**config.mk**
```make
export PLATFORM = sky130hd
export DESIGN_NAME = pdm_port_mux
export DESIGN_NICKNAME = d
export VERILOG_FILES = /design/src/design/pdm_pkg.sv /design/src/design/pdm_port_mux.sv
export SDC_FILE = /design/constraint.sdc
export NUM_CORES = 1
export LEC_CHECK = 0
export ABC_AREA = 1
export BUFFER_PORTS_ARGS = -buffer_cell sky130_fd_sc_hd__buf_4
export CAP_MARGIN = 20
export CELL_PAD_IN_SITES_DETAIL_PLACEMENT = 1
export CELL_PAD_IN_SITES_GLOBAL_PLACEMENT = 1
export CORE_MARGIN = 5
export CORE_UTILIZATION = 34
export DETAILED_ROUTE_END_ITERATION = 8
export GPL_TIMING_DRIVEN = 0
export PLACE_DENSITY_LB_ADDON = 0.1
export SLEW_MARGIN = 20
export SYNTH_ARGS = -nofsm -noshare
export SYNTH_HDL_FRONTEND = slang
export SYNTH_SLANG_ARGS = --single-unit
```
**constraint.sdc**
```tcl
create_clock -name i_clk -period 2.9 [get_ports i_clk]
set_input_delay 0.29 -clock i_clk [delete_from_list [all_inputs] [get_ports i_clk]]
set_output_delay 0.29 -clock i_clk [all_outputs]
set_load 0.005 [all_outputs]
```
**src/design/pdm_pkg.sv**
```systemverilog
// Purpose: constants for the port d pin function multiplexer
// Assumes: classic wishbone slave, 32-bit data, byte addresses
// Notes:   register offsets are byte addresses of aligned words
package pdm_pkg;
    localparam int unsigned PDM_PORT_W      = 8;          // pins on the port
    localparam int unsigned PDM_ADR_W       = 4;          // decoded address bits
    localparam logic [3:0]  PDM_OFF_LEVEL   = 4'h0;       // pin_level_reg
    localparam logic [3:0]  PDM_OFF_LATCH   = 4'h4;       // output_latch_reg
    localparam logic [3:0]  PDM_OFF_DIR     = 4'h8;       // pin_direction_bits
    localparam logic [3:0]  PDM_OFF_CTRL    = 4'hc;       // control word
    localparam logic [7:0]  PDM_DIR_RST     = 8'hff;      // all inputs at reset
    localparam logic [7:0]  PDM_LATCH_RST   = 8'h00;      // latch reset value
    localparam int unsigned PDM_CTRL_DIS    = 0;          // memory_bus_disable_bit
    localparam int unsigned PDM_CTRL_PSEL   = 1;          // parallel_port_pin_select
    localparam logic [1:0]  PDM_CTRL_RST    = 2'h3;       // bus disabled, pmp mapped here
    localparam int unsigned PDM_SDO_PIN     = 4;          // serial data out pin
    localparam int unsigned PDM_SDI_PIN     = 5;          // serial data in / two-wire pin
    typedef enum logic [1:0] {
        PDM_OWN_PORT = 2'b00,
        PDM_OWN_PMP  = 2'b01,
        PDM_OWN_EMB  = 2'b10
    } pdm_own_e;
endpackage

```
**src/design/pdm_port_mux.sv**
```systemverilog
// Purpose: pin multiplexer for an 8-bit bidirectional port with wishbone registers
// Assumes: pins are asynchronous to i_clk and pass a two-stage synchroniser
// Notes:   memory bus over parallel port over serial port over latch data
//
// How it works
// - direction one means input, zero drives latch
// - writing level or latch register loads latches
// - memory bus drives address/data ignoring direction
// - memory bus reads take pin levels as data
// - memory bus beats every other pin function
// - memory bus exists only on large package
// - active parallel port drives its data out
// - parallel port reads take pin levels
// - parallel port mapped here when select one
// - pin four direction zero drives serial data
// - pin five direction one feeds serial input
// - pin five carries two-wire data, overrides latch
// - peripheral direction overrides direction bit when don't-care
// - port functions only while memory bus disabled
// - reset makes every pin an input
//
// Implementation choices: the register offsets and register access over Wishbone.
`timescale 1ns/100ps
module pdm_port_mux
    import pdm_pkg::*;
#(
    parameter bit LARGE_PKG = 1'b1                       // memory bus bonded out
) (
    input  wire logic                  i_clk,
    input  wire logic                  i_rst,
    // classic wishbone slave
    input  wire logic                  i_wb_cyc,
    input  wire logic                  i_wb_stb,
    input  wire logic                  i_wb_we,
    input  wire logic [PDM_ADR_W-1:0]  i_wb_adr,
    input  wire logic [3:0]            i_wb_sel,
    input  wire logic [31:0]           i_wb_dat,
    output logic      [31:0]           o_wb_dat,
    output logic                       o_wb_ack,
    // external memory bus side
    input  wire logic                  i_emb_active,     // bus cycle in progress; gates the pin drive with i_emb_oe
    input  wire logic                  i_emb_oe,         // address/data phase outward
    input  wire logic [PDM_PORT_W-1:0] i_emb_ad,
    output logic      [PDM_PORT_W-1:0] o_emb_din,
    // parallel master unit side
    input  wire logic                  i_pmp_active,
    input  wire logic                  i_pmp_oe,
    input  wire logic [PDM_PORT_W-1:0] i_pmp_dout,
    output logic      [PDM_PORT_W-1:0] o_pmp_din,
    // second serial port side
    input  wire logic                  i_ssp_spi_en,     // spi mode drives pin four while direction bit four is zero
    input  wire logic                  i_ssp_sdo,
    output logic                       o_ssp_sdi,
    input  wire logic                  i_ssp_i2c_en,     // two-wire mode owns pin five
    input  wire logic                  i_ssp_sda_oe,     // drive i_ssp_sda_out on the wire
    input  wire logic                  i_ssp_sda_out,
    output logic                       o_ssp_sda_in,
    // pins, split in three
    input  wire logic [PDM_PORT_W-1:0] i_pin,
    output logic      [PDM_PORT_W-1:0] o_pin,
    output logic      [PDM_PORT_W-1:0] o_pin_oe
);

    logic [PDM_PORT_W-1:0] pin_meta_r;                   // first synchroniser stage
    logic [PDM_PORT_W-1:0] pin_sync_r;                   // usable pin levels
    logic [PDM_PORT_W-1:0] latch_r;                      // output_latch_reg
    logic [PDM_PORT_W-1:0] dir_r;                        // pin_direction_bits
    logic [1:0]            ctrl_r;                       // disable bit and pin select
    logic                  ack_r;
    logic [31:0]           rdat_r;
    logic [PDM_PORT_W-1:0] pin_nxt;
    logic [PDM_PORT_W-1:0] oe_nxt;
    pdm_own_e              own;
    logic                  req;
    logic                  emb_on;
    logic                  pmp_on;

    // merge a byte write into an 8-bit register by lane 0
    function automatic logic [7:0] lane0(input logic [7:0] old, input logic [3:0] sel,
                                         input logic [31:0] dat);
        lane0 = sel[0] ? dat[7:0] : old;
    endfunction

    // two-flop synchroniser; only the second stage is read
    // the reset value lasts two cycles and never reaches a pin driver
    always_ff @(posedge i_clk or posedge i_rst) begin
        if (i_rst) begin
            pin_meta_r <= '0;
            pin_sync_r <= '0;
        end else begin
            pin_meta_r <= i_pin;
            pin_sync_r <= pin_meta_r;
        end
    end

    // a new request when no ack is pending, so each access gets one ack
    // a strobe still high during its ack cycle is not taken again; one held a cycle longer is taken as a new request
    assign req = i_wb_cyc && i_wb_stb && !ack_r;

    // ack one cycle after the request, dropped the cycle after
    always_ff @(posedge i_clk or posedge i_rst) begin
        if (i_rst) begin
            ack_r <= 1'b0;
        end else begin
            ack_r <= req;
        end
    end

    // latch writes: both offsets load the same latches
    // a zero through either offset clears every latch at once
    always_ff @(posedge i_clk or posedge i_rst) begin
        if (i_rst) begin
            latch_r <= PDM_LATCH_RST;
        end else if (req && i_wb_we &&
                     (i_wb_adr == PDM_OFF_LEVEL || i_wb_adr == PDM_OFF_LATCH)) begin
            latch_r <= lane0(latch_r, i_wb_sel, i_wb_dat);
        end
    end

    // direction bits, reset to all inputs
    // a one makes the pin an input, so reset leaves the whole port floating
    always_ff @(posedge i_clk or posedge i_rst) begin
        if (i_rst) begin
            dir_r <= PDM_DIR_RST;
        end else if (req && i_wb_we && i_wb_adr == PDM_OFF_DIR) begin
            dir_r <= lane0(dir_r, i_wb_sel, i_wb_dat);
        end
    end

    // control: memory bus disable and parallel port pin select
    // only lane 0 is looked at; the upper control bits read back as zero
    always_ff @(posedge i_clk or posedge i_rst) begin
        if (i_rst) begin
            ctrl_r <= PDM_CTRL_RST;
        end else if (req && i_wb_we && i_wb_adr == PDM_OFF_CTRL && i_wb_sel[0]) begin
            ctrl_r <= i_wb_dat[1:0];
        end
    end

    // read data, captured with the request; unmapped reads as zero
    // the level read shows synchronised pins, two cycles behind the wire
    always_ff @(posedge i_clk or posedge i_rst) begin
        if (i_rst) begin
            rdat_r <= '0;
        end else if (req && !i_wb_we) begin
            case (i_wb_adr)
                PDM_OFF_LEVEL: rdat_r <= {24'h000000, pin_sync_r};
                PDM_OFF_LATCH: rdat_r <= {24'h000000, latch_r};
                PDM_OFF_DIR:   rdat_r <= {24'h000000, dir_r};
                PDM_OFF_CTRL:  rdat_r <= {30'h0, ctrl_r};
                default:       rdat_r <= '0;
            endcase
        end
    end

    // ownership: bus enabled on the large package wins, then parallel port
    // limitation: the small package never enables the bus, whatever the control bit says
    assign emb_on = LARGE_PKG && !ctrl_r[PDM_CTRL_DIS];
    assign pmp_on = ctrl_r[PDM_CTRL_PSEL] && i_pmp_active;

    always_comb begin
        if (emb_on) begin
            own = PDM_OWN_EMB;
        end else if (pmp_on) begin
            own = PDM_OWN_PMP;
        end else begin
            own = PDM_OWN_PORT;
        end
    end

    // next pin drive; memory bus, parallel port and two-wire direction replace the direction bits
    // trade-off: the output stage adds a cycle of latency but keeps pins glitch free
    always_comb begin
        pin_nxt = latch_r;
        oe_nxt  = ~dir_r;
        case (own)
            PDM_OWN_EMB: begin
                pin_nxt = i_emb_ad;
                oe_nxt  = {PDM_PORT_W{i_emb_active && i_emb_oe}};
            end
            PDM_OWN_PMP: begin
                pin_nxt = i_pmp_dout;
                oe_nxt  = {PDM_PORT_W{i_pmp_oe}};
            end
            PDM_OWN_PORT: begin
                if (i_ssp_spi_en && !dir_r[PDM_SDO_PIN]) begin
                    pin_nxt[PDM_SDO_PIN] = i_ssp_sdo;
                end
                if (i_ssp_i2c_en) begin
                    // open-drain style: only drive when the module asks
                    pin_nxt[PDM_SDI_PIN] = i_ssp_sda_out;
                    oe_nxt[PDM_SDI_PIN]  = i_ssp_sda_oe;
                end
            end
            default: begin
                pin_nxt = latch_r;
                oe_nxt  = '0;
            end
        endcase
    end

    // registered pin drive and peripheral inputs
    // peripheral inputs read as zero while another function owns the pins
    always_ff @(posedge i_clk or posedge i_rst) begin
        if (i_rst) begin
            o_pin        <= '0;
            o_pin_oe     <= '0;
            o_emb_din    <= '0;
            o_pmp_din    <= '0;
            o_ssp_sdi    <= 1'b0;
            o_ssp_sda_in <= 1'b0;
        end else begin
            o_pin        <= pin_nxt;
            o_pin_oe     <= oe_nxt;
            o_emb_din    <= emb_on ? pin_sync_r : '0;
            o_pmp_din    <= (own == PDM_OWN_PMP) ? pin_sync_r : '0;
            o_ssp_sdi    <= (own == PDM_OWN_PORT) && dir_r[PDM_SDI_PIN] && pin_sync_r[PDM_SDI_PIN];
            o_ssp_sda_in <= (own == PDM_OWN_PORT) && pin_sync_r[PDM_SDI_PIN];
        end
    end

    assign o_wb_ack = ack_r;
    assign o_wb_dat = rdat_r;
endmodule

```
=== After elaboration in Yosys (flattened, before gate mapping) ===
Index checks and enable logic that the tools add are counted.

* Eq/ne operators: 5
* Multiplexer cells: 14
* Bitwise gates (word level): 1
* Reduce and logical (&&, ||, !) cells: 22

{| class="wikitable"
|+ Operators with widths
! cell !! count
|-
| $pmux 8 s4 || 1
|-
| $mux 8 || 2
|-
| $pmux 5 s3 || 1
|-
| $logic_and 1x1->1 || 14
|-
| $pmux 2 s3 || 2
|-
| $eq 4x4->1 const B || 2
|-
| $not 8->8 || 1
|-
| $pmux 4 s2 || 1
|-
| $eq 4x3->1 const B || 1
|-
| $logic_not 4->1 || 1
|-
| $mux 1 || 4
|-
| $pmux 2 s2 || 1
|-
| $reduce_and 2->1 || 2
|-
| $logic_not 1->1 || 3
|-
| $pmux 1 s3 || 1
|-
| $eq 2x1->1 const B || 1
|-
| $eq 2x2->1 const B || 1
|-
| $logic_not 2->1 || 1
|-
| $mux 2 || 1
|-
| $logic_or 1x1->1 || 1
|}

* Bits in registers: 101
* Output and inout port bits: 67

=== Longest topological paths before layout ===
* Depth in word-level cells: 6
* Gate-level depth with buffers: 7
* Depth with buffers taken out: 7

=== Least setup slack after synthesis ===
OpenSTA, ideal clock, no wires.

* Path type: register to register
* Start: register ack_r, in the netlist o_wb_ack
* End: register latch_r[0]
* Arrival time: 1.069 ns
* Data required time: 2.783 ns
* Path slack: 1.715 ns
* Cell stages (with the launch flop): 7
* Path buffers: 0
* Period minus slack after synthesis: 1.185 ns
* Cell sequence: dfrtp_1 > nor2_2 > inv_2 > nor2_2 > nand2_4 > nand2_1 > nand2_1

* Cells in the longest elaborated chain, start to end: 5

{| class="wikitable"
|+ RTL lines
! what !! RTL line !! text
|-
| from (decl) || pdm_port_mux.sv:69 || <nowiki>logic ack_r;</nowiki>
|-
| from (signal assigned) || pdm_port_mux.sv:105 || <nowiki>ack_r <= req;</nowiki>
|-
| $logic_not 1->1 || pdm_port_mux.sv:98 || <nowiki>assign req = i_wb_cyc && i_wb_stb && !ack_r;</nowiki>
|-
| $logic_and 1x1->1 || pdm_port_mux.sv:98 ||
|-
| via req || pdm_port_mux.sv:74 || <nowiki>logic req;</nowiki>
|-
| $logic_and 1x1->1 (2 in a row) || pdm_port_mux.sv:114 || <nowiki>end else if (req && i_wb_we &&</nowiki>
|-
| $reduce_and 2->1 (no source line) || n/a ||
|-
| to (signal assigned) || pdm_port_mux.sv:116 || <nowiki>latch_r <= lane0(latch_r, i_wb_sel, i_wb_dat);</nowiki>
|-
| to (decl) || pdm_port_mux.sv:66 || <nowiki>logic [PDM_PORT_W-1:0] latch_r;</nowiki>
|}

The timed path passes the listed nets, and every way through them passes these cells.
A chain may end at the register's enable or synchronous reset.

=== Worst setup path after layout ===
* Start: register ack_r, in the netlist o_wb_ack
* End: register latch_r[1]

The elaborated chain is that of the path after synthesis.

==> flow_metrics.tcl <==
set metrics [dict create \
    vias 2595 \
    number_of_drc_violations_after_detailed_routing 0 \
    clock_buffer_count_from_cts 9 \
    synth-simple-area-share_pct 23.5 \
    drt_pass1_iterations 4 \
    detail_route.wirelength_um 8530 \
    post_dp_cell_area_mm2 0.00408 \
    timing.final.setup_violations 0 \
    synth_xor_xnor_area_share_pct 0 \
    synth_sequential_area_ratio_pct 61.9 \
    grt.overflow.total 0 \
    fillers 1097 \
    grtUsageTotal_pct 15.9 \
    routed_via_density 4.59 \
    grt_antenna_before_repair 0 \
    cts.sink_count 77 \
    power_per_cell_area_mw_per_mm2 566 \
    final-max-slew-violation-count 0 \
    worstPathArrival_ps 1670 \
    totalNegativeSetupSlack_ps 0 \
    placement.io_buffers 93 \
    maximum_clock_frequency_mhz 703 \
    total_leakage_power_nw 2.34 \
    setup_repair_after_global_routing_missed_its_margin "false" \
    rows 35 \
    drive_above_1_share_pct 36.3 \
    report.final.hold_viol_count 0 \
    path_class_of_the_lowest_slack_min_delay_path "input port to flop" \
    synth_mux_area_share_pct 0 \
    cp.required_ps 3150 \
    power.ir.vdd_worst_mv 0.247 \
    routed_wire_length_per_instance_um 15.1 \
    grt_pass1_vias 2869 \
    route.antenna.remaining_nets 0 \
    outcome "completed" \
    critical_path_peak_fanout 9 \
    dieWidth_um 106 \
    dp_hpwl_um 6630 \
    drt_first_iter_violations 78 \
    worst_skew_pair.late_latency_ps 350 \
    clock_path_buffers 2 \
    globalplace.congestion 0.733 \
    synth_area_per_cell_um2 9.79 \
    yosysWarnings 0 \
    timing.final.crit_share_pct 49.0 \
    dieArea_mm2 0.0112 \
    fin_area_mm2 0.00429 \
    floorplan.core_area_mm2 0.00911 \
    synthesis.instances 320 \
    ctsHtreeMaxLevel 3 \
    clkSlewWorstSetupHoldPaths_ps 80 \
    layout_min_cycle_time_ps 1420 \
    synthToLayoutAreaGrowth_pct 36.8 \
    grt_pass1_wl_um 13900 \
    grt_start_max_net_pins 43 \
    max_cap_violations 0 \
    worst-slew-pin-transition_ps 746 \
    insertedDiodeCount 0 \
    tritoncts "done" \
    critPathKind "flop to flop" \
    utilization_after_layout_pct 47.0 \
    maxSlewHeadroom_pct 50.0 \
    post_synth_num_cell_types 23 \
    fin_worst_hold_slack_ps 37.0 \
    syn-cell-area_mm2 0.00313 \
    initial_core_util_pct 34.4 \
    synth_compound_area_share_pct 5.23 \
    pin_count 145 \
    synth_seq_cells 77 \
    final.setup_skew_ps 7.45 \
    fp.dieH_um 106 \
    setup.worst_path.end_class "flop" \
    start_kind "flop" \
    synth_top_family_by_area "simple AND/OR/NAND/NOR gates" \
    nNetsFinal 527 \
    cts_root_buf "sky130_fd_sc_hd__clkbuf_8" \
    synth_adder_area_share_pct 0 \
    cts_repair_resize_count 0 \
]
[timing repair]
| item | CTS | global route |
|---|---|---|
| hold buffers | 1 | 0 |
| endpoints found under the hold margin | 17 | 0 |
| buffers inserted | 0 | 0 |
[through the flow]
stage | setup slack (ps) | instances | power [mW]
floorplan | 660 | 343 | 1.40
global placement | -278 | 547 | 1.61
detailed placement | 1360 | 548 | 1.63
CTS | 1440 | 565 | 2.46
global route | 1300 | 565 | 2.56
finish | 1480 | 565 | 2.43
[path summary, 6_finish.rpt]
check / endpoint / startpoint / depth (start not counted) / slack (ps)
max reg2reg: latch_r[1] / o_wb_ack / 6 / 1480
max in group asynchronous: dir_r[3] / i_rst / 4 / 1700
min reg2reg: pin_sync_r[4] / pin_meta_r[4] / 0 / 350
min: pin_meta_r[0] / i_pin[0] / 1 / 40
max: latch_r[1] / o_wb_ack / 6 / 1480
min in group asynchronous: o_pmp_din[0] / i_rst / 3 / 560
[cells in the final DEF (no fill, tap or decap)]
cell type	n
sky130_fd_sc_hd__clkinvlp_4	1
sky130_fd_sc_hd__clkinv_2	2
sky130_fd_sc_hd__inv_2	4
sky130_fd_sc_hd__nor3_2	1
sky130_fd_sc_hd__buf_4	117
sky130_fd_sc_hd__nor3_1	1
sky130_fd_sc_hd__buf_12	1
sky130_fd_sc_hd__a21oi_1	1
sky130_fd_sc_hd__o21ai_0	17
sky130_fd_sc_hd__buf_2	3
sky130_fd_sc_hd__dfstp_2	10
sky130_fd_sc_hd__dfrtp_1	67
sky130_fd_sc_hd__nand3_1	39
sky130_fd_sc_hd__nand2_1	91
sky130_fd_sc_hd__clkbuf_8	9
sky130_fd_sc_hd__o211ai_1	1
sky130_fd_sc_hd__a21oi_4	1
sky130_fd_sc_hd__dlygate4sd3_1	1
sky130_fd_sc_hd__buf_6	1
sky130_fd_sc_hd__inv_4	1
sky130_fd_sc_hd__clkinv_4	1
sky130_fd_sc_hd__inv_6	2
sky130_fd_sc_hd__nand2_2	1
sky130_fd_sc_hd__nor2_4	5
sky130_fd_sc_hd__conb_1	24
sky130_fd_sc_hd__inv_1	17
sky130_fd_sc_hd__nor2_2	2
sky130_fd_sc_hd__a22oi_1	6
sky130_fd_sc_hd__nor2_1	23
sky130_fd_sc_hd__nand2_4	2
sky130_fd_sc_hd__bufinv_16	1
sky130_fd_sc_hd__o21ai_1	1
[synthesized netlist by cell type, drive strengths merged]
master / count / area (um^2)
a22oi: 6 / 45.0
nand2: 94 / 370
nor2: 30 / 155
dfrtp: 67 / 1680
nor3: 2 / 15.0
buf: 28 / 206
nand3: 39 / 195
o21ai: 18 / 90.1
dfstp: 10 / 263
a21oi: 2 / 21.3
inv: 22 / 82.6
o211ai: 1 / 7.51
conb: 1 / 3.75
[critical path, stage by stage, from the launching register on]
cell,delay (ps)
sky130_fd_sc_hd__dfrtp_1,400
sky130_fd_sc_hd__nor2_2,160
sky130_fd_sc_hd__inv_2,70
sky130_fd_sc_hd__nor2_2,380
sky130_fd_sc_hd__nand2_4,150
sky130_fd_sc_hd__nand2_1,100
sky130_fd_sc_hd__nand2_1,50
[routing by layer]
layer	global-route usage (%)	routed length, um	vias to the layer above
met2	26.2	4250	82
met4	7.22	167	0
met3	4.25	526	13
met5	0	0	-
met1	19.5	3580	1265
li1	-	-	1235
[report_power, final]
group	switching (mW)	leakage (nW)	internal [mW]	total, mW
combinational	0.183	1.29	0.187	0.370
sequential	0.0513	0.957	1.18	1.23
clock	0.423	0.100	0.402	0.825
[registers in the layout, summed over array words and instances, names as in the netlist]
signal,count
latch_r,8
pin_sync_r,8
o_ssp_sdi,1
o_pmp_din,8
o_emb_din,8
o_ssp_sda_in,1
ctrl_r,2
o_pin,8
dir_r,8
o_pin_oe,8
pin_meta_r,8
o_wb_ack,1
o_wb_dat,8
[area by class of cell]
cell class	instances	area (um^2)	share of cell area, %
sequential	77	1940	45.3
timing repair buffer	95	728	17.0
multi-input combinational	216	990	23.1
inverter	22	85.1	1.99
tap	111	139	3.24
clock buffer	9	124	2.89
clock inverter	7	73.8	1.72
buffer	28	206	4.82
[kinds of logic after synthesis]
| logic type | after synthesis |
|---|---|
| AND/OR/NAND/NOR | 165 |
| flip-flops | 77 |
| other | 1 |
| buffers and inverters | 50 |
| AO/OA/AOI/OAI | 27 |
Note: power is estimated with default switching activity, not from simulation.
